==> config.mk <==
export PLATFORM = sky130hd
export DESIGN_NAME = edq_regs
export DESIGN_NICKNAME = d
export VERILOG_FILES = /design/src/shared/edq_pkg.sv /design/src/hw/edq_regs.sv
export SDC_FILE = /design/constraint.sdc
export NUM_CORES = 1
export LEC_CHECK = 0
export BUFFER_PORTS_ARGS = -buffer_cell sky130_fd_sc_hd__buf_2
export CORE_ASPECT_RATIO = 1.4
export CORE_MARGIN = 8
export CORE_UTILIZATION = 45
export CTS_CLUSTER_SIZE = 24
export DETAILED_ROUTE_END_ITERATION = 10
export SLEW_MARGIN = 5
export SYNTH_ARGS = -nofsm -noshare
export SYNTH_HDL_FRONTEND = slang
export SYNTH_SLANG_ARGS = --single-unit
==> constraint.sdc <==
create_clock -name pclk -period 3.3 [get_ports pclk]
set_input_delay 0.66 -clock pclk [delete_from_list [all_inputs] [get_ports pclk]]
set_output_delay 0.66 -clock pclk [all_outputs]
set_load 0.01 [all_outputs]
==> src/shared/edq_pkg.sv <==
/*
 * Package for the DMA status and descriptor-queue register block.
 * Assumes an APB slave with 32-bit data and aligned word registers.
 */
package edq_pkg;

   // Register byte offsets.
   localparam logic [7:0] ADDR_RXQP   = 8'h18;
   localparam logic [7:0] ADDR_TXQP   = 8'h1C;
   localparam logic [7:0] ADDR_RXFLG  = 8'h20;
   localparam logic [7:0] ADDR_INTFLG = 8'h24;
   localparam logic [7:0] ADDR_TXFLG  = 8'h14;
   localparam logic [7:0] ADDR_MASK   = 8'h30;

   // Transmit event flag positions.
   localparam int TXF_OWNED  = 0;
   localparam int TXF_COLL   = 1;
   localparam int TXF_RETRY  = 2;
   localparam int TXF_ACTIVE = 3;
   localparam int TXF_RANOUT = 4;
   localparam int TXF_W      = 5;

   // Receive event flag positions.
   localparam int RXF_NOFREE = 0;
   localparam int RXF_STORED = 1;
   localparam int RXF_FAILED = 2;
   localparam int RXF_W      = 3;

   // Interrupt source flag positions.
   localparam int IRQ_MGMT_DONE   = 0;
   localparam int IRQ_RX_STORED   = 1;
   localparam int IRQ_RX_OWNED    = 2;
   localparam int IRQ_TX_OWNED    = 3;
   localparam int IRQ_TX_UNDERRUN = 4;
   localparam int IRQ_RETRY       = 5;
   localparam int IRQ_TX_EMPTY    = 6;
   localparam int IRQ_TX_DONE     = 7;
   localparam int IRQ_RX_OVERFLOW = 10;
   localparam int IRQ_BUS_ERROR   = 11;
   localparam int IRQ_PAUSE_FRAME = 12;
   localparam int IRQ_PAUSE_DONE  = 13;
   localparam int IRQ_W           = 14;
   localparam logic [IRQ_W-1:0] IRQ_IMPL = 14'h3CFF;
   localparam logic [IRQ_W-1:0] MASK_RESET = 14'h3CFF;

   // Queue pointer geometry.
   localparam int QP_LSB   = 2;
   // Descriptors are two words, so the word pointer moves by two per buffer.
   localparam logic [31:QP_LSB] QP_STEP = 30'h0000_0002;
   localparam int QP_IDX_W = 10;
   localparam logic [QP_IDX_W-1:0] QP_IDX_LAST = 10'h3FF;

   // Hardware events from the DMA and MAC, one-cycle pulses or levels.
   typedef struct packed {
      logic tx_active;
      logic tx_ran_out;
      logic tx_retry;
      logic tx_collision;
      logic tx_owned_seen;
      logic tx_frame_done;
      logic tx_underrun;
      logic tx_buf_used;
      logic tx_buf_wrap;
      logic tx_frame_start;
      logic rx_failed;
      logic rx_stored;
      logic rx_no_free;
      logic rx_owned_seen;
      logic rx_buf_used;
      logic rx_buf_wrap;
      logic bus_error;
      logic pause_frame;
      logic pause_done;
      logic mgmt_done;
   } edq_evt_t;

endpackage

==> src/hw/edq_regs.sv <==
/*
 * DMA status and descriptor-queue pointer registers with APB access.
 * Assumes the DMA engine reports its events on the event struct in the
 * pclk domain and reads the queue pointers to address descriptors.
 */
// The implementer's own choice: the APB slave port.
`timescale 1ns/1ps

module edq_regs
   import edq_pkg::*;
(
   // Clock and reset.
   input  wire logic        pclk,
   input  wire logic        presetn,
   // APB slave.
   input  wire logic        psel,
   input  wire logic        penable,
   input  wire logic        pwrite,
   input  wire logic [7:0]  paddr,
   input  wire logic [31:0] pwdata,
   output logic      [31:0] prdata,
   output logic             pready,
   output logic             pslverr,
   // DMA side.
   input  wire edq_evt_t    evt,
   output logic      [31:0] rx_queue_ptr,
   output logic      [31:0] tx_queue_ptr,
   output logic             irq
);

   logic                wr_en;
   logic                rd_en;
   logic                mapped;
   logic [TXF_W-1:0]    tx_flags_reg;
   logic [RXF_W-1:0]    rx_flags_reg;
   logic [IRQ_W-1:0]    int_flags_reg;
   logic [IRQ_W-1:0]    int_flags_next;
   logic [IRQ_W-1:0]    mask_reg;
   logic [IRQ_W-1:0]    hw_evt;
   logic [31:QP_LSB]    rx_start_reg;
   logic [31:QP_LSB]    rx_cur_reg;
   logic [QP_IDX_W-1:0] rx_cnt_reg;
   logic [31:QP_LSB]    tx_start_reg;
   logic [31:QP_LSB]    tx_cur_reg;
   logic [31:QP_LSB]    tx_frame_reg;
   logic [QP_IDX_W-1:0] tx_cnt_reg;
   logic                tx_active_reg;
   logic                tx_ptr_wr;
   logic                rx_ptr_wr;

   // Steps a queue pointer, returning to the start on wrap or after the
   // last of 1024 entries.
   function automatic logic [31:QP_LSB] qp_step(
      input logic [31:QP_LSB]    cur,
      input logic [31:QP_LSB]    start,
      input logic [QP_IDX_W-1:0] cnt,
      input logic                wrap
   );
      if (wrap || cnt == QP_IDX_LAST) begin
         qp_step = start;
      end else begin
         qp_step = cur + QP_STEP;
      end
   endfunction

   function automatic logic [QP_IDX_W-1:0] cnt_step(
      input logic [QP_IDX_W-1:0] cnt,
      input logic                wrap
   );
      cnt_step = wrap ? '0 : cnt + 10'h001;
   endfunction

   assign wr_en = psel && penable && pwrite;
   assign rd_en = psel && penable && !pwrite;
   assign mapped = paddr == ADDR_RXQP || paddr == ADDR_TXQP ||
                   paddr == ADDR_RXFLG || paddr == ADDR_INTFLG ||
                   paddr == ADDR_TXFLG || paddr == ADDR_MASK;
   // Loading a new queue while it runs would tear the descriptor walk.
   assign tx_ptr_wr = wr_en && paddr == ADDR_TXQP && !tx_active_reg;
   assign rx_ptr_wr = wr_en && paddr == ADDR_RXQP;

   // The slave answers in its first access cycle.
   always_ff @(posedge pclk or negedge presetn) begin
      if (!presetn) begin
         pready  <= 1'b0;
         pslverr <= 1'b0;
      end else begin
         pready  <= psel && !penable;
         pslverr <= psel && !penable && !mapped;
      end
   end

   // Read data is staged in the setup cycle; the read-clear of the
   // interrupt flags happens at the access edge.  The staged flags include
   // events taken at the setup edge, so the later clear drops none unseen.
   always_ff @(posedge pclk or negedge presetn) begin
      if (!presetn) begin
         prdata <= '0;
      end else if (psel && !penable && !pwrite) begin
         unique case (paddr)
            ADDR_RXQP:   prdata <= {rx_cur_reg, 2'b00};
            ADDR_TXQP:   prdata <= {tx_frame_reg, 2'b00};
            ADDR_RXFLG:  prdata <= {29'h0, rx_flags_reg};
            ADDR_TXFLG:  prdata <= {27'h0, tx_flags_reg};
            ADDR_INTFLG: prdata <= {18'h0, int_flags_next | hw_evt};
            ADDR_MASK:   prdata <= {18'h0, mask_reg};
            default:     prdata <= '0;
         endcase
      end
   end

   always_ff @(posedge pclk or negedge presetn) begin
      if (!presetn) begin
         tx_active_reg <= 1'b0;
      end else begin
         tx_active_reg <= evt.tx_active;
      end
   end

   // Transmit event flags; bit 3 mirrors the live transmitter state.
   always_ff @(posedge pclk or negedge presetn) begin
      if (!presetn) begin
         tx_flags_reg <= '0;
      end else begin
         if (wr_en && paddr == ADDR_TXFLG) begin
            tx_flags_reg <= tx_flags_reg & ~pwdata[TXF_W-1:0];
         end
         if (evt.tx_ran_out) tx_flags_reg[TXF_RANOUT] <= 1'b1;
         if (evt.tx_retry) tx_flags_reg[TXF_RETRY] <= 1'b1;
         if (evt.tx_collision) tx_flags_reg[TXF_COLL] <= 1'b1;
         if (evt.tx_owned_seen) tx_flags_reg[TXF_OWNED] <= 1'b1;
         tx_flags_reg[TXF_ACTIVE] <= evt.tx_active;
      end
   end

   always_ff @(posedge pclk or negedge presetn) begin
      if (!presetn) begin
         rx_flags_reg <= '0;
      end else begin
         if (wr_en && paddr == ADDR_RXFLG) begin
            rx_flags_reg <= rx_flags_reg & ~pwdata[RXF_W-1:0];
         end
         if (evt.rx_failed) rx_flags_reg[RXF_FAILED] <= 1'b1;
         if (evt.rx_stored) rx_flags_reg[RXF_STORED] <= 1'b1;
         if (evt.rx_no_free) rx_flags_reg[RXF_NOFREE] <= 1'b1;
      end
   end

   // Receive pointer; start bit 2 alignment is left to software.
   always_ff @(posedge pclk or negedge presetn) begin
      if (!presetn) begin
         rx_start_reg <= '0;
         rx_cur_reg   <= '0;
         rx_cnt_reg   <= '0;
      end else if (rx_ptr_wr) begin
         rx_start_reg <= pwdata[31:QP_LSB];
         rx_cur_reg   <= pwdata[31:QP_LSB];
         rx_cnt_reg   <= '0;
      end else if (evt.rx_buf_used) begin
         rx_cur_reg <= qp_step(rx_cur_reg, rx_start_reg, rx_cnt_reg,
                               evt.rx_buf_wrap);
         rx_cnt_reg <= cnt_step(rx_cnt_reg,
                                evt.rx_buf_wrap || rx_cnt_reg == QP_IDX_LAST);
      end
   end

   // Transmit pointer; the frame pointer latches the first buffer.
   always_ff @(posedge pclk or negedge presetn) begin
      if (!presetn) begin
         tx_start_reg <= '0;
         tx_cur_reg   <= '0;
         tx_frame_reg <= '0;
         tx_cnt_reg   <= '0;
      end else if (tx_ptr_wr) begin
         tx_start_reg <= pwdata[31:QP_LSB];
         tx_cur_reg   <= pwdata[31:QP_LSB];
         tx_frame_reg <= pwdata[31:QP_LSB];
         tx_cnt_reg   <= '0;
      end else begin
         if (evt.tx_buf_used) begin
            tx_cur_reg <= qp_step(tx_cur_reg, tx_start_reg, tx_cnt_reg,
                                  evt.tx_buf_wrap);
            tx_cnt_reg <= cnt_step(tx_cnt_reg,
                            evt.tx_buf_wrap || tx_cnt_reg == QP_IDX_LAST);
         end
         if (evt.tx_frame_start) tx_frame_reg <= tx_cur_reg;
      end
   end

   always_comb begin
      hw_evt = '0;
      hw_evt[IRQ_MGMT_DONE]   = evt.mgmt_done;
      hw_evt[IRQ_RX_STORED]   = evt.rx_stored;
      hw_evt[IRQ_RX_OWNED]    = evt.rx_owned_seen;
      hw_evt[IRQ_TX_OWNED]    = evt.tx_owned_seen;
      hw_evt[IRQ_TX_UNDERRUN] = evt.tx_underrun || tx_ptr_wr;
      hw_evt[IRQ_RETRY]       = evt.tx_retry;
      hw_evt[IRQ_TX_EMPTY]    = evt.tx_ran_out;
      hw_evt[IRQ_TX_DONE]     = evt.tx_frame_done;
      hw_evt[IRQ_RX_OVERFLOW] = evt.rx_failed;
      hw_evt[IRQ_BUS_ERROR]   = evt.bus_error;
      hw_evt[IRQ_PAUSE_FRAME] = evt.pause_frame;
      hw_evt[IRQ_PAUSE_DONE]  = evt.pause_done;
      hw_evt = hw_evt & ~mask_reg & IRQ_IMPL;
   end

   // A read clears everything; a write loads the flags directly for test.
   always_comb begin
      int_flags_next = int_flags_reg;
      if (rd_en && paddr == ADDR_INTFLG) begin
         int_flags_next = '0;
      end else if (wr_en && paddr == ADDR_INTFLG) begin
         int_flags_next = pwdata[IRQ_W-1:0] & IRQ_IMPL;
      end
   end

   always_ff @(posedge pclk or negedge presetn) begin
      if (!presetn) begin
         int_flags_reg <= '0;
      end else begin
         int_flags_reg <= int_flags_next | hw_evt;
      end
   end

   // Mask: write one masks, write zero unmasks; reads show the mask.
   always_ff @(posedge pclk or negedge presetn) begin
      if (!presetn) begin
         mask_reg <= MASK_RESET;
      end else if (wr_en && paddr == ADDR_MASK) begin
         mask_reg <= pwdata[IRQ_W-1:0] & IRQ_IMPL;
      end
   end

   always_ff @(posedge pclk or negedge presetn) begin
      if (!presetn) begin
         irq          <= 1'b0;
         rx_queue_ptr <= '0;
         tx_queue_ptr <= '0;
      end else begin
         irq          <= |int_flags_reg;
         rx_queue_ptr <= {rx_cur_reg, 2'b00};
         tx_queue_ptr <= {tx_cur_reg, 2'b00};
      end
   end

   property p_tx_w1c;
      @(posedge pclk) disable iff (!presetn)
      (wr_en && paddr == ADDR_TXFLG && pwdata[TXF_COLL] && !evt.tx_collision)
      |=> !tx_flags_reg[TXF_COLL];
   endproperty
   a_tx_w1c: assert property (p_tx_w1c)
      else $error("collision flag not cleared by write one");

   property p_tx_ranout;
      @(posedge pclk) disable iff (!presetn)
      evt.tx_ran_out |=> tx_flags_reg[TXF_RANOUT];
   endproperty
   a_tx_ranout: assert property (p_tx_ranout)
      else $error("ran-out flag not set");

   property p_tx_active;
      @(posedge pclk) disable iff (!presetn)
      tx_flags_reg[TXF_ACTIVE] == $past(evt.tx_active);
   endproperty
   a_tx_active: assert property (p_tx_active)
      else $error("active flag does not follow transmitter");

   property p_rx_store;
      @(posedge pclk) disable iff (!presetn)
      evt.rx_failed |=> rx_flags_reg[RXF_FAILED];
   endproperty
   a_rx_store: assert property (p_rx_store)
      else $error("store-failed flag not set");

   property p_rx_noset;
      @(posedge pclk) disable iff (!presetn)
      (!evt.rx_no_free && !evt.rx_stored && !evt.rx_failed)
      |=> (rx_flags_reg & ~$past(rx_flags_reg)) == '0;
   endproperty
   a_rx_noset: assert property (p_rx_noset)
      else $error("receive flag set without an event");

   property p_txqp_lock;
      @(posedge pclk) disable iff (!presetn)
      (tx_active_reg && !evt.tx_buf_used && !evt.tx_frame_start)
      |=> $stable(tx_start_reg);
   endproperty
   a_txqp_lock: assert property (p_txqp_lock)
      else $error("transmit pointer changed while active");

   property p_irq_line;
      @(posedge pclk) disable iff (!presetn)
      (|int_flags_reg) |=> irq;
   endproperty
   a_irq_line: assert property (p_irq_line)
      else $error("interrupt not raised for a set flag");

   property p_masked;
      @(posedge pclk) disable iff (!presetn)
      (mask_reg[IRQ_BUS_ERROR] && !wr_en && !int_flags_reg[IRQ_BUS_ERROR])
      |=> !int_flags_reg[IRQ_BUS_ERROR];
   endproperty
   a_masked: assert property (p_masked)
      else $error("masked source set its flag");

   property p_rdclr;
      @(posedge pclk) disable iff (!presetn)
      (rd_en && paddr == ADDR_INTFLG && hw_evt == '0)
      |=> int_flags_reg == '0;
   endproperty
   a_rdclr: assert property (p_rdclr)
      else $error("interrupt flags not cleared by read");

   property p_resv;
      @(posedge pclk) disable iff (!presetn)
      (int_flags_reg & ~IRQ_IMPL) == '0;
   endproperty
   a_resv: assert property (p_resv)
      else $error("reserved interrupt bit set");

   property p_rx_wrap;
      @(posedge pclk) disable iff (!presetn)
      (evt.rx_buf_used && evt.rx_buf_wrap && !rx_ptr_wr)
      |=> rx_cur_reg == $past(rx_start_reg);
   endproperty
   a_rx_wrap: assert property (p_rx_wrap)
      else $error("receive pointer did not wrap");

   property p_rx_step;
      @(posedge pclk) disable iff (!presetn)
      (evt.rx_buf_used && !evt.rx_buf_wrap && !rx_ptr_wr &&
       rx_cnt_reg != QP_IDX_LAST)
      |=> rx_cur_reg == $past(rx_cur_reg) + QP_STEP;
   endproperty
   a_rx_step: assert property (p_rx_step)
      else $error("receive pointer did not step one descriptor");

   property p_rx_last;
      @(posedge pclk) disable iff (!presetn)
      (evt.rx_buf_used && rx_cnt_reg == QP_IDX_LAST && !rx_ptr_wr)
      |=> rx_cur_reg == $past(rx_start_reg);
   endproperty
   a_rx_last: assert property (p_rx_last)
      else $error("receive pointer did not return after the last entry");

   property p_tx_wrap;
      @(posedge pclk) disable iff (!presetn)
      (evt.tx_buf_used && evt.tx_buf_wrap && !tx_ptr_wr)
      |=> tx_cur_reg == $past(tx_start_reg);
   endproperty
   a_tx_wrap: assert property (p_tx_wrap)
      else $error("transmit pointer did not wrap");

   property p_irq_clear;
      @(posedge pclk) disable iff (!presetn)
      (int_flags_reg == '0) |=> !irq;
   endproperty
   a_irq_clear: assert property (p_irq_clear)
      else $error("interrupt raised with no flag set");

endmodule

==> out/results.txt, run 1 <==
final antenna-violating net count: 0
Final min period: 2470 ps
Root Driver: clkbuf_16
Pre-antenna DRT Iters: 5
worst-path maximum fanout: 15
CTS Sinks: 299
final period utilization: 0.748
CTS Buffer Depth: 3
core area: 0.0305 mm²
FF+latch area: 0.00750 mm²
Slew headroom: 0.276
Avg Inst Size Synth: 9.76 µm²
Synth top area share: 0.520
Final Max Slew Viols: 0
ranking of synthesized cells by area: dfrtp_1 52%, nand2_1 7.3%, mux2i_1 3.8%
sequential fraction of the synthesis area: 0.543
first-pass GRT wire length: 67.9 mm
Pleak: 7.49 nW
gate count after technology mapping: 1415
footprint of the multi-input gates: 0.00597 mm²
total CTS buffers: 30
failing checks: negative hold slack
Critical Path AT: 2930 ps
CTS tree: yes
initial antenna violation count: 0
CP Data Required Time: 3760 ps
final wirelength: 43.1 mm
Worst IR Drop VDD: 0.331 mV
number of flops mapped to enable cells by yosys: 0
Die ar.: 0.0366 mm²
r2r startpoint: rx_cnt_reg[0]
cts repair resizes: 0
critical path startpoint category: register
Overall Global Routing Usage: 0.235
Ys Warns: 0
Final HPWL DP: 30.8 mm
Vert. Die Dim: 223 µm
FF+latch count, synth: 299
post-CTS setup buffer count: 0
Filler Cell Count: 2786
starting density of the core: 0.453
ant diodes: 0
Achievable Freq: 405 MHz
crit path capture type: register
Pwr per Cell Area: 548 mW/mm²
largest reg by FF count: prdata
async set or reset register ratio after synthesis: 1.00
max FFs per register: 32
die width: 164 µm
Port-buffer cells: 159
vias in the first global route: 11569
final setup vio count: 0
final setup TNS: 0 ps
Clock Skews: 21.9 ps
GPL Wtd Cong: 0.893
ys flop type: dfrtp_1
RSZ-0062 raised after global routing: false
Clk Latency, worst-skew pair: 580 ps
Initial DRC Count: 929
Core Util, Final: 0.533
# rows: 76
CTS clk-pin slew, worst paths: 60 ps
DRC Markers: 0
most frequent cells in the layout: 287 x dfrtp_1, 268 x nand2_1, 158 x buf_2, 107 x nor2_1, 81 x o21ai_0
Final nets: 1628
crit path from: rx_cnt_reg[0]
Max Cap Violations: 0
hold slack final: -8.93 ps
Yosys top cell by area: dfrtp_1
layout cells sized above 1: 0.190
area grow syn2layout: 17.7%
Netlist cell types: 80
via count: 11663
average vias per placed instance: 5.92
critical path class: reg2reg
Final Hold Fails: 5
post-synthesis cell area: 0.0138 mm²
H-tree levels: 1
CTS Hold Buffers Added: 0
HP Class: in2async
WL per Instance: 21.9 µm
most common library cell in the layout ignoring fill and taps: dfrtp_1
actual slew at the worst max-slew pin: 1090 ps
largest net degree at the start of global routing: 80
status: finished, violations left
global route overflow: 0
# IOs: 164
==> kinds of logic (layout without fill, tap and decap cells) <==
family                     after synthesis  in the layout  share of synthesized area
adders and majority gates                4              4                    0.00362
DFF                                    299            299                      0.543
buffers and inverters                  100            263                     0.0316
muxes                                   68             68                     0.0506
AOI/OAI and AO/OA                      353            353                      0.169
other                                    1              4                   0.000271
and+or+nand+nor                        575            575                      0.193
xor gates and xnor gates                15             15                    0.00951
==> final timing paths <==
check                      slack, ps  cells after the start                to
max                              830                      7    rx_cur_reg[21]
min                               -9                      1  tx_queue_ptr[26]
max reg2reg                      830                      7    rx_cur_reg[21]
min reg2reg                      420                      0   rx_queue_ptr[2]
max in group asynchronous       2480                      2       mask_reg[0]
min in group pclk                210                      1   tx_flags_reg[3]
==> stage by stage <==
step	instances	cell area [µm²]	total power, mW	worst slack [ps]
3_3_place_gp	1917	15200	5.19	634
3_5_place_dp	1917	15200	5.21	617
2_1_floorplan	1418	13800	4.66	959
5_1_grt	1971	16300	9.25	659
4_1_cts	1971	16300	8.98	845
6_report	1971	16300	8.91	832
==> metal layers <==
layer / share of wire / global-route usage
met2: 0.49 / 0.387
met4: 0.033 / 0.0853
met3: 0.062 / 0.0310
met1: 0.42 / 0.312
met5: 0 / 0
==> cells in the mapped netlist, types with 6 or more instances <==
cell and number:
a22o_1 8, nand2b_1 10, a31o_2 7, mux2i_1 53
dfrtp_1 287, o211ai_1 21, o21ai_0 81, nand4_1 20
and3_1 23, o22ai_1 8, xnor2_1 8, mux2_2 15
or3_1 7, buf_2 9, and2_1 10, inv_1 12
a21oi_1 64, nor2_1 109, o21a_1 7, nand3_1 45
nand2_1 268, nor3_1 29, a31oi_1 35, a211oi_1 10
nor4_1 15, o31ai_1 19, xor2_1 7, dfstp_2 12
and4_1 6, clkbuf_1 66, a22oi_1 29, a21o_1 8
==> critical path, cell delays in order (launching register included) <==
cell,delay (ps)
dfrtp_1,410
ha_1,230
and3_1,250
a41o_1,460
buf_4,300
or4_1,530
o31ai_1,90
o31ai_1,90
==> where the power goes <==
part / internal (mW) / switching [mW] / total (mW) / leakage (nW)
Sequential: 3.94 / 0.304 / 4.24 / 3.80
Clock: 2.28 / 1.49 / 3.77 / 0.545
Combinational: 0.360 / 0.539 / 0.900 / 3.14
==> cell type report <==
| class | instances | share of cell area |
|---|---|---|
| multi-input cells | 1019 | 0.367 |
| repair buffers | 196 | 0.0720 |
| inverters | 13 | 0.00300 |
| clock inverters | 15 | 0.0145 |
| flip-flops and latches | 299 | 0.461 |
| clock buffers | 39 | 0.0525 |
| well taps | 390 | 0.0300 |
Power figures use the tool's default switching activity.
==> run 2, diff against run 1 <==
Settings changed: ABC_AREA set to 1.
Clock period 3.3 ns to 2.4 ns, I/O delays scaled along.
==> run 2 against run 1 <==
The run now ends clean. Power is 29% higher. Cell count up 23%. Flip-flop and latch count stayed put. Core utilization decreased by 0.60 points. Final area up 4.0%. Count of clock-buffer cells in the layout is 5 higher. Global-route usage is 0.34 points higher. Setup slack lost 430 ps. Clock power is 33% higher. Critical path type unchanged. Critical endpoint is now rx_cur_reg[20]. Largest power group unchanged. Highest routed layer unchanged.
==> out/results.txt, run 2 <==
placed inst area: 0.0159 mm² (+4.5%)
r2r startpoint: rx_cur_reg[5]
Core Util, Final: 0.527 (-0.00602)
final setup vio count: 0 (unchanged)
internal power: 8.62 mW (+31%)
largest net degree at the start of global routing: 75 (-6.3%)
min-delay src: evt[19]
RSZ-0062 raised after global routing: false
Pleak: 8.74 nW (+17%)
final setup TNS: 0 ps (unchanged)
most numerous cell in the Yosys netlist: nand2_1
core area: 0.0321 mm² (+5.2%)
CTS Buffer Depth: 3 (unchanged)
Die ar.: 0.0384 mm² (+4.7%)
status: finished clean
final antenna-violating net count: 0 (unchanged)
worst-path maximum fanout: 8 (-7)
switch share: 0.251 (-0.0107)
Hold Crit Depth: 1
r2r endpoint: rx_cur_reg[20]
Root Driver: clkbuf_16
Ys Warns: 0 (unchanged)
Final nets: 2079 (+28%)
HP Class: in2reg
Synth top area share: 0.494 (-0.0254)
vias in the first global route: 13028 (+13%)
gate count after technology mapping: 1839 (+30%)
Achievable Freq: 500 MHz (+23%)
Clk Latency, worst-skew pair: 570 ps (about the same)
CTS Sinks: 299 (unchanged)
ant diodes: 0 (unchanged)
DRC Markers: 0 (unchanged)
Yosys top cell by area: dfrtp_1
most frequent cells in the layout: 643 x nand2_1, 287 x dfrtp_1, 197 x inv_1, 162 x nand3_1, 158 x buf_2
post-synthesis cell area: 0.0145 mm² (+5.1%)
die width: 168 µm (+2.3%)
Max Cap Violations: 0 (unchanged)
post-CTS setup buffer count: 0 (unchanged)
layout cells sized above 1: 0.153 (-0.0366)
Avg Inst Size Synth: 7.90 µm² (-19%)
starting density of the core: 0.452 (about the same)
Vert. Die Dim: 229 µm (+2.4%)
initial antenna violation count: 0 (unchanged)
Final Max Slew Viols: 0 (unchanged)
actual slew at the worst max-slew pin: 524 ps (-562 ps)
most instantiated cells after synthesis: 643 x nand2_1, 287 x dfrtp_1, 197 x inv_1
Net Switching: 2.89 mW (+24%)
CP Data Required Time: 2860 ps (-900 ps)
sequential fraction of the synthesis area: 0.516 (-0.0265)
number of flops mapped to enable cells by yosys: 0 (unchanged)
Filler Cell Count: 3091 (+11%)
Overall Global Routing Usage: 0.239 (+0.00342)
crit path capture type: register
DR top layer: met4
first-pass GRT wire length: 72.6 mm (+7.0%)
Seq pwr share: 0.476 (about the same)
largest reg by FF count: prdata
max FFs per register: 32 (unchanged)
Pre-antenna DRT Iters: 5 (unchanged)
combinational share of power: 0.089 (-0.012)
footprint of the multi-input gates: 0.00586 mm² (-1.7%)
FF+latch area: 0.00750 mm² (unchanged)
Final HPWL DP: 34.0 mm (+10%)
Netlist cell types: 43 (-46%)
# rows: 78 (+2.6%)
CTS tree: yes
Initial DRC Count: 1129 (+22%)
Routed met3 length: 2.42 mm (-8.8%)
Final Instance Area: 0.0169 mm² (+4.0%)
average vias per placed instance: 5.29 (-11%)
ranking of synthesized cells by area: dfrtp_1 49%, nand2_1 17%, nand3_1 5.6%
final period utilization: 0.834 (+0.0859)
setup slack, reg-to-reg: 400 ps (-430 ps)
critical path class: reg2reg
Final Hold Fails: 0 (-5)
CTS clk-pin slew, worst paths: 60 ps (about the same)
WL per Instance: 18.8 µm (-14%)
area grow syn2layout: 16.4%
H-tree levels: 1 (unchanged)
GPL Wtd Cong: 0.907 (+1.6%)
met2 wire length: 22.8 mm (+8.4%)
FF+latch count, synth: 299 (unchanged)
Final min period: 2000 ps (-467 ps)
critical path startpoint category: register
via count: 12867 (+10%)
DRT met1 WL: 19.1 mm (+5.8%)
total CTS buffers: 30 (unchanged)
Worst IR Drop VDD: 0.515 mV (+56%)
Reg2Reg Depth: 9 (+2)
# IOs: 164 (unchanged)
ys flop type: dfrtp_1
hold slack final: 24.7 ps (+33.6 ps)
Critical Path AT: 2460 ps (-470 ps)
most common library cell in the layout ignoring fill and taps: nand2_1
global route overflow: 0 (unchanged)
clock network power share: 0.435 (+0.012)
Port-buffer cells: 159 (unchanged)
async set or reset register ratio after synthesis: 1.00 (unchanged)
final wirelength: 45.8 mm (+6.3%)
Hold Path End: tx_flags_reg[3]
Slew headroom: 0.650 (+0.374)
Clock Skews: 15.9 ps (-5.94 ps)
Pwr per Cell Area: 680 mW/mm² (+24%)
run 2: how the worst max path moves through the flow:
| stage | to | cells after the start | startpoint |
|---|---|---|---|
| 4_1_cts | rx_cur_reg[20] | 9 | rx_cur_reg[5] |
| 3_3_place_gp | tx_cnt_reg[8] | 9 | paddr[7] |
| 6_report | rx_cur_reg[20] | 9 | rx_cur_reg[5] |
| 5_1_grt | rx_cur_reg[20] | 9 | rx_cur_reg[5] |
| 2_1_floorplan | tx_cur_reg[30] | 10 | tx_cnt_reg[0] |
| 3_5_place_dp | tx_cnt_reg[8] | 9 | paddr[1] |
run 2: cell type report:
cell class | count | area share
Multi-Input combinational cell | 1266 | 0.347
Clock inverter | 9 | 0.00873
Clock buffer | 44 | 0.0535
Timing Repair Buffer | 202 | 0.0713
Inverter | 211 | 0.0469
Sequential cell | 299 | 0.443
Tap cell | 400 | 0.0296
run 2: power by group through the flow:
stage          Combinational, mW  Sequential [mW]  Clock, mW
6_report                    1.03             5.48       5.00
5_1_grt                     1.14             5.51       5.29
4_1_cts                     1.04             5.48       5.10
3_5_place_dp                1.03             5.57          0
3_3_place_gp                1.02             5.56          0
2_1_floorplan              0.508             5.54          0
run 2: critical path, cell delays in order, from the launching register on:
cell and delay [ps]:
dfrtp_1 560, nand3_1 270, inv_1 100, nand2_1 130, nor2_2 280, nand3_2 160, o21ai_0 180, nand3_1 90
nand2_1 60, nand2_1 40
run 2: metrics by stage:
| step | setup slack (ps) | std cells | power (mW) |
|---|---|---|---|
| 2_1_floorplan | 681 | 1842 | 6.05 |
| 3_3_place_gp | 288 | 2377 | 6.59 |
| 3_5_place_dp | 233 | 2377 | 6.60 |
| 4_1_cts | 417 | 2431 | 11.6 |
| 5_1_grt | 184 | 2431 | 11.9 |
| 6_report | 399 | 2431 | 11.5 |
run 2: routing by layer:
layer	vias to the layer above	global-route usage
met5	-	0
met4	0	0.0850
met3	80	0.0304
met2	416	0.412
met1	6152	0.302
li1	6219	-
run 2: repair_timing:
action / 4_1_cts / 5_1_grt
resized for setup: 0 / 0
hold buffers: 1 / 0
endpoints found under the hold margin: 11 / 0
run 2: cells by family (layout without fill, tap and decap cells):
logic type,count (synthesis),in the layout,synth area share
other cells,1,4,0.000258
buf+inv,277,466,0.0810
fa+ha+maj,4,4,0.00345
flops,299,299,0.516
compound gates,216,216,0.0884
mux,1,1,0.000689
simple gates,1020,1020,0.298
xor+xnor,21,21,0.0127
==> run 3, diff against run 2 <==
Settings changed: PLACE_DENSITY set to 0.66.
Clock period 2.4 ns to 1.8 ns, I/O delays scaled along.
==> run 3 against run 2 <==
Setup slack worse by 310 ps. Combinational power up 58%. Sequential share of layout area down 2.8 points. Highest routed layer unchanged. Flip-flop and latch count unchanged.
==> out/results.txt, run 3 (synthesis results as in run 2) <==
CTS Buffer Depth: 3 (unchanged)
Pre-antenna DRT Iters: 6 (+1)
starting density of the core: 0.452 (unchanged)
Routed met3 length: 2.69 mm (+11%)
area grow syn2layout: 24.4%
Port-buffer cells: 159 (unchanged)
via count: 13573 (+5.5%)
Achievable Freq: 584 MHz (+17%)
most common library cell in the layout ignoring fill and taps: nand2_1
crit path from: rx_cnt_reg[0]
core area: 0.0321 mm² (unchanged)
FF+latch area: 0.00750 mm² (about the same)
Final Hold Fails: 0 (unchanged)
DR top layer: met4
Final nets: 2186 (+5.1%)
Pwr per Cell Area: 872 mW/mm² (+28%)
CTS clk-pin slew, worst paths: 70 ps (about the same)
Final Max Slew Viols: 0 (unchanged)
CP Data Required Time: 2240 ps (-620 ps)
total CTS buffers: 30 (unchanged)
GPL Wtd Cong: 0.949 (+4.6%)
final setup vio count: 0 (unchanged)
final wirelength: 47.1 mm (+2.7%)
Root Driver: clkbuf_16
most frequent cells in the layout: 642 x nand2_1, 285 x dfrtp_1, 193 x inv_1, 158 x nand3_1, 158 x buf_2
status: finished clean
Clk Latency, worst-skew pair: 570 ps (about the same)
met2 wire length: 22.8 mm (+0.18%)
footprint of the multi-input gates: 0.00600 mm² (+2.3%)
crit path capture type: register
Final min period: 1710 ps (-290 ps)
Final HPWL DP: 36.0 mm (+6.0%)
Initial DRC Count: 1160 (+2.7%)
Overall Global Routing Usage: 0.245 (+0.00638)
global route overflow: 0 (unchanged)
largest reg by FF count: prdata
Worst IR Drop VDD: 0.620 mV (+20%)
die width: 168 µm (unchanged)
DRC Markers: 0 (unchanged)
Clock Skews: 11.8 ps (-4.11 ps)
initial antenna violation count: 3 (+3)
# rows: 78 (unchanged)
Filler Cell Count: 3015 (-2.5%)
final antenna-violating net count: 0 (unchanged)
min-delay src: evt[15]
first-pass GRT wire length: 74.8 mm (+3.0%)
layout cells sized above 1: 0.208 (+0.0553)
max FFs per register: 32 (unchanged)
final period utilization: 0.951 (+0.117)
H-tree levels: 1 (unchanged)
CTS Sinks: 299 (unchanged)
final setup TNS: 0 ps (unchanged)
# IOs: 164 (unchanged)
Critical Path AT: 2160 ps (-300 ps)
Pleak: 9.33 nW (+6.7%)
average vias per placed instance: 5.34 (+0.84%)
RSZ-0062 raised after global routing: true
Max Cap Violations: 0 (unchanged)
largest net degree at the start of global routing: 72 (-4.0%)
Core Util, Final: 0.563 (+0.0362)
Die ar.: 0.0384 mm² (unchanged)
WL per Instance: 18.5 µm (-1.8%)
Vert. Die Dim: 229 µm (unchanged)
CTS tree: yes
worst-path maximum fanout: 7 (-1)
DRT met1 WL: 19.3 mm (+1.4%)
critical path class: reg2reg
hold slack final: 15.2 ps (-9.53 ps)
HP Class: in2reg
r2r startpoint: rx_cnt_reg[0]
vias in the first global route: 13772 (+5.7%)
critical path startpoint category: register
run 3: cell type report:
| cell class | count | area share |
|---|---|---|
| multi-input combinational | 1266 | 0.332 |
| inverter | 211 | 0.0442 |
| clock buffer | 41 | 0.0489 |
| timing repair buffer | 309 | 0.120 |
| antenna | 3 | 0.000415 |
| clock inverter | 14 | 0.0117 |
| sequential | 299 | 0.415 |
| tap | 400 | 0.0277 |
run 3: metal layers:
layer | global-route usage | up-vias
met3 | 0.0323 | 126
met4 | 0.117 | 0
met1 | 0.308 | 6487
met2 | 0.412 | 516
met5 | 0 | -
li1 | - | 6444
run 3: final timing paths:
kind / endpoint / slack, ps / cells after the start
worst max-delay path: rx_cur_reg[5] / 90 / 9
worst min-delay path: tx_flags_reg[0] / 20 / 3
worst max register to register: rx_cur_reg[5] / 90 / 9
worst min register to register: tx_queue_ptr[2] / 390 / 0
max in group asynchronous: mask_reg[7] / 940 / 3
min in group asynchronous: int_flags_reg[13] / 220 / 2
run 3: timing repair:
action / 4_1_cts / 5_1_grt
buffers inserted: 0 / 1
hold endpoints to repair: 292 / 0
hold buffers: 5 / 0
pin swaps: 0 / 8
endpoints found under the setup margin: 12 / 63
gates resized for setup: 9 / 32
run 3: metrics by stage:
stage          power [mW]  setup WS (ps)  instances  instance area, µm²
3_3_place_gp         8.93          -67.8       2479               16800
5_1_grt              16.3          -32.8       2543               18100
6_report             15.8           88.6       2543               18100
4_1_cts              15.9         -0.747       2539               17900
3_5_place_dp         8.96          -76.7       2479               16800
2_1_floorplan        8.06           81.4       1842               14500
run 3: where the power goes:
group          internal, mW  switching, mW  total (mW)  leakage (nW)
registers              7.03          0.225        7.25          3.71
logic                 0.587           1.04        1.63          5.08
clock network          4.15           2.74        6.88         0.535
run 3: worst max-delay path, cell delays in order, from the launching register on:
cell and delay (ps):
dfrtp_1 380, ha_1 210, nand2_1 110, nor2_4 50, nand3_1 90, nand2_2 100
buf_4 180, buf_4 160, o21ai_0 210, nand3_1 100
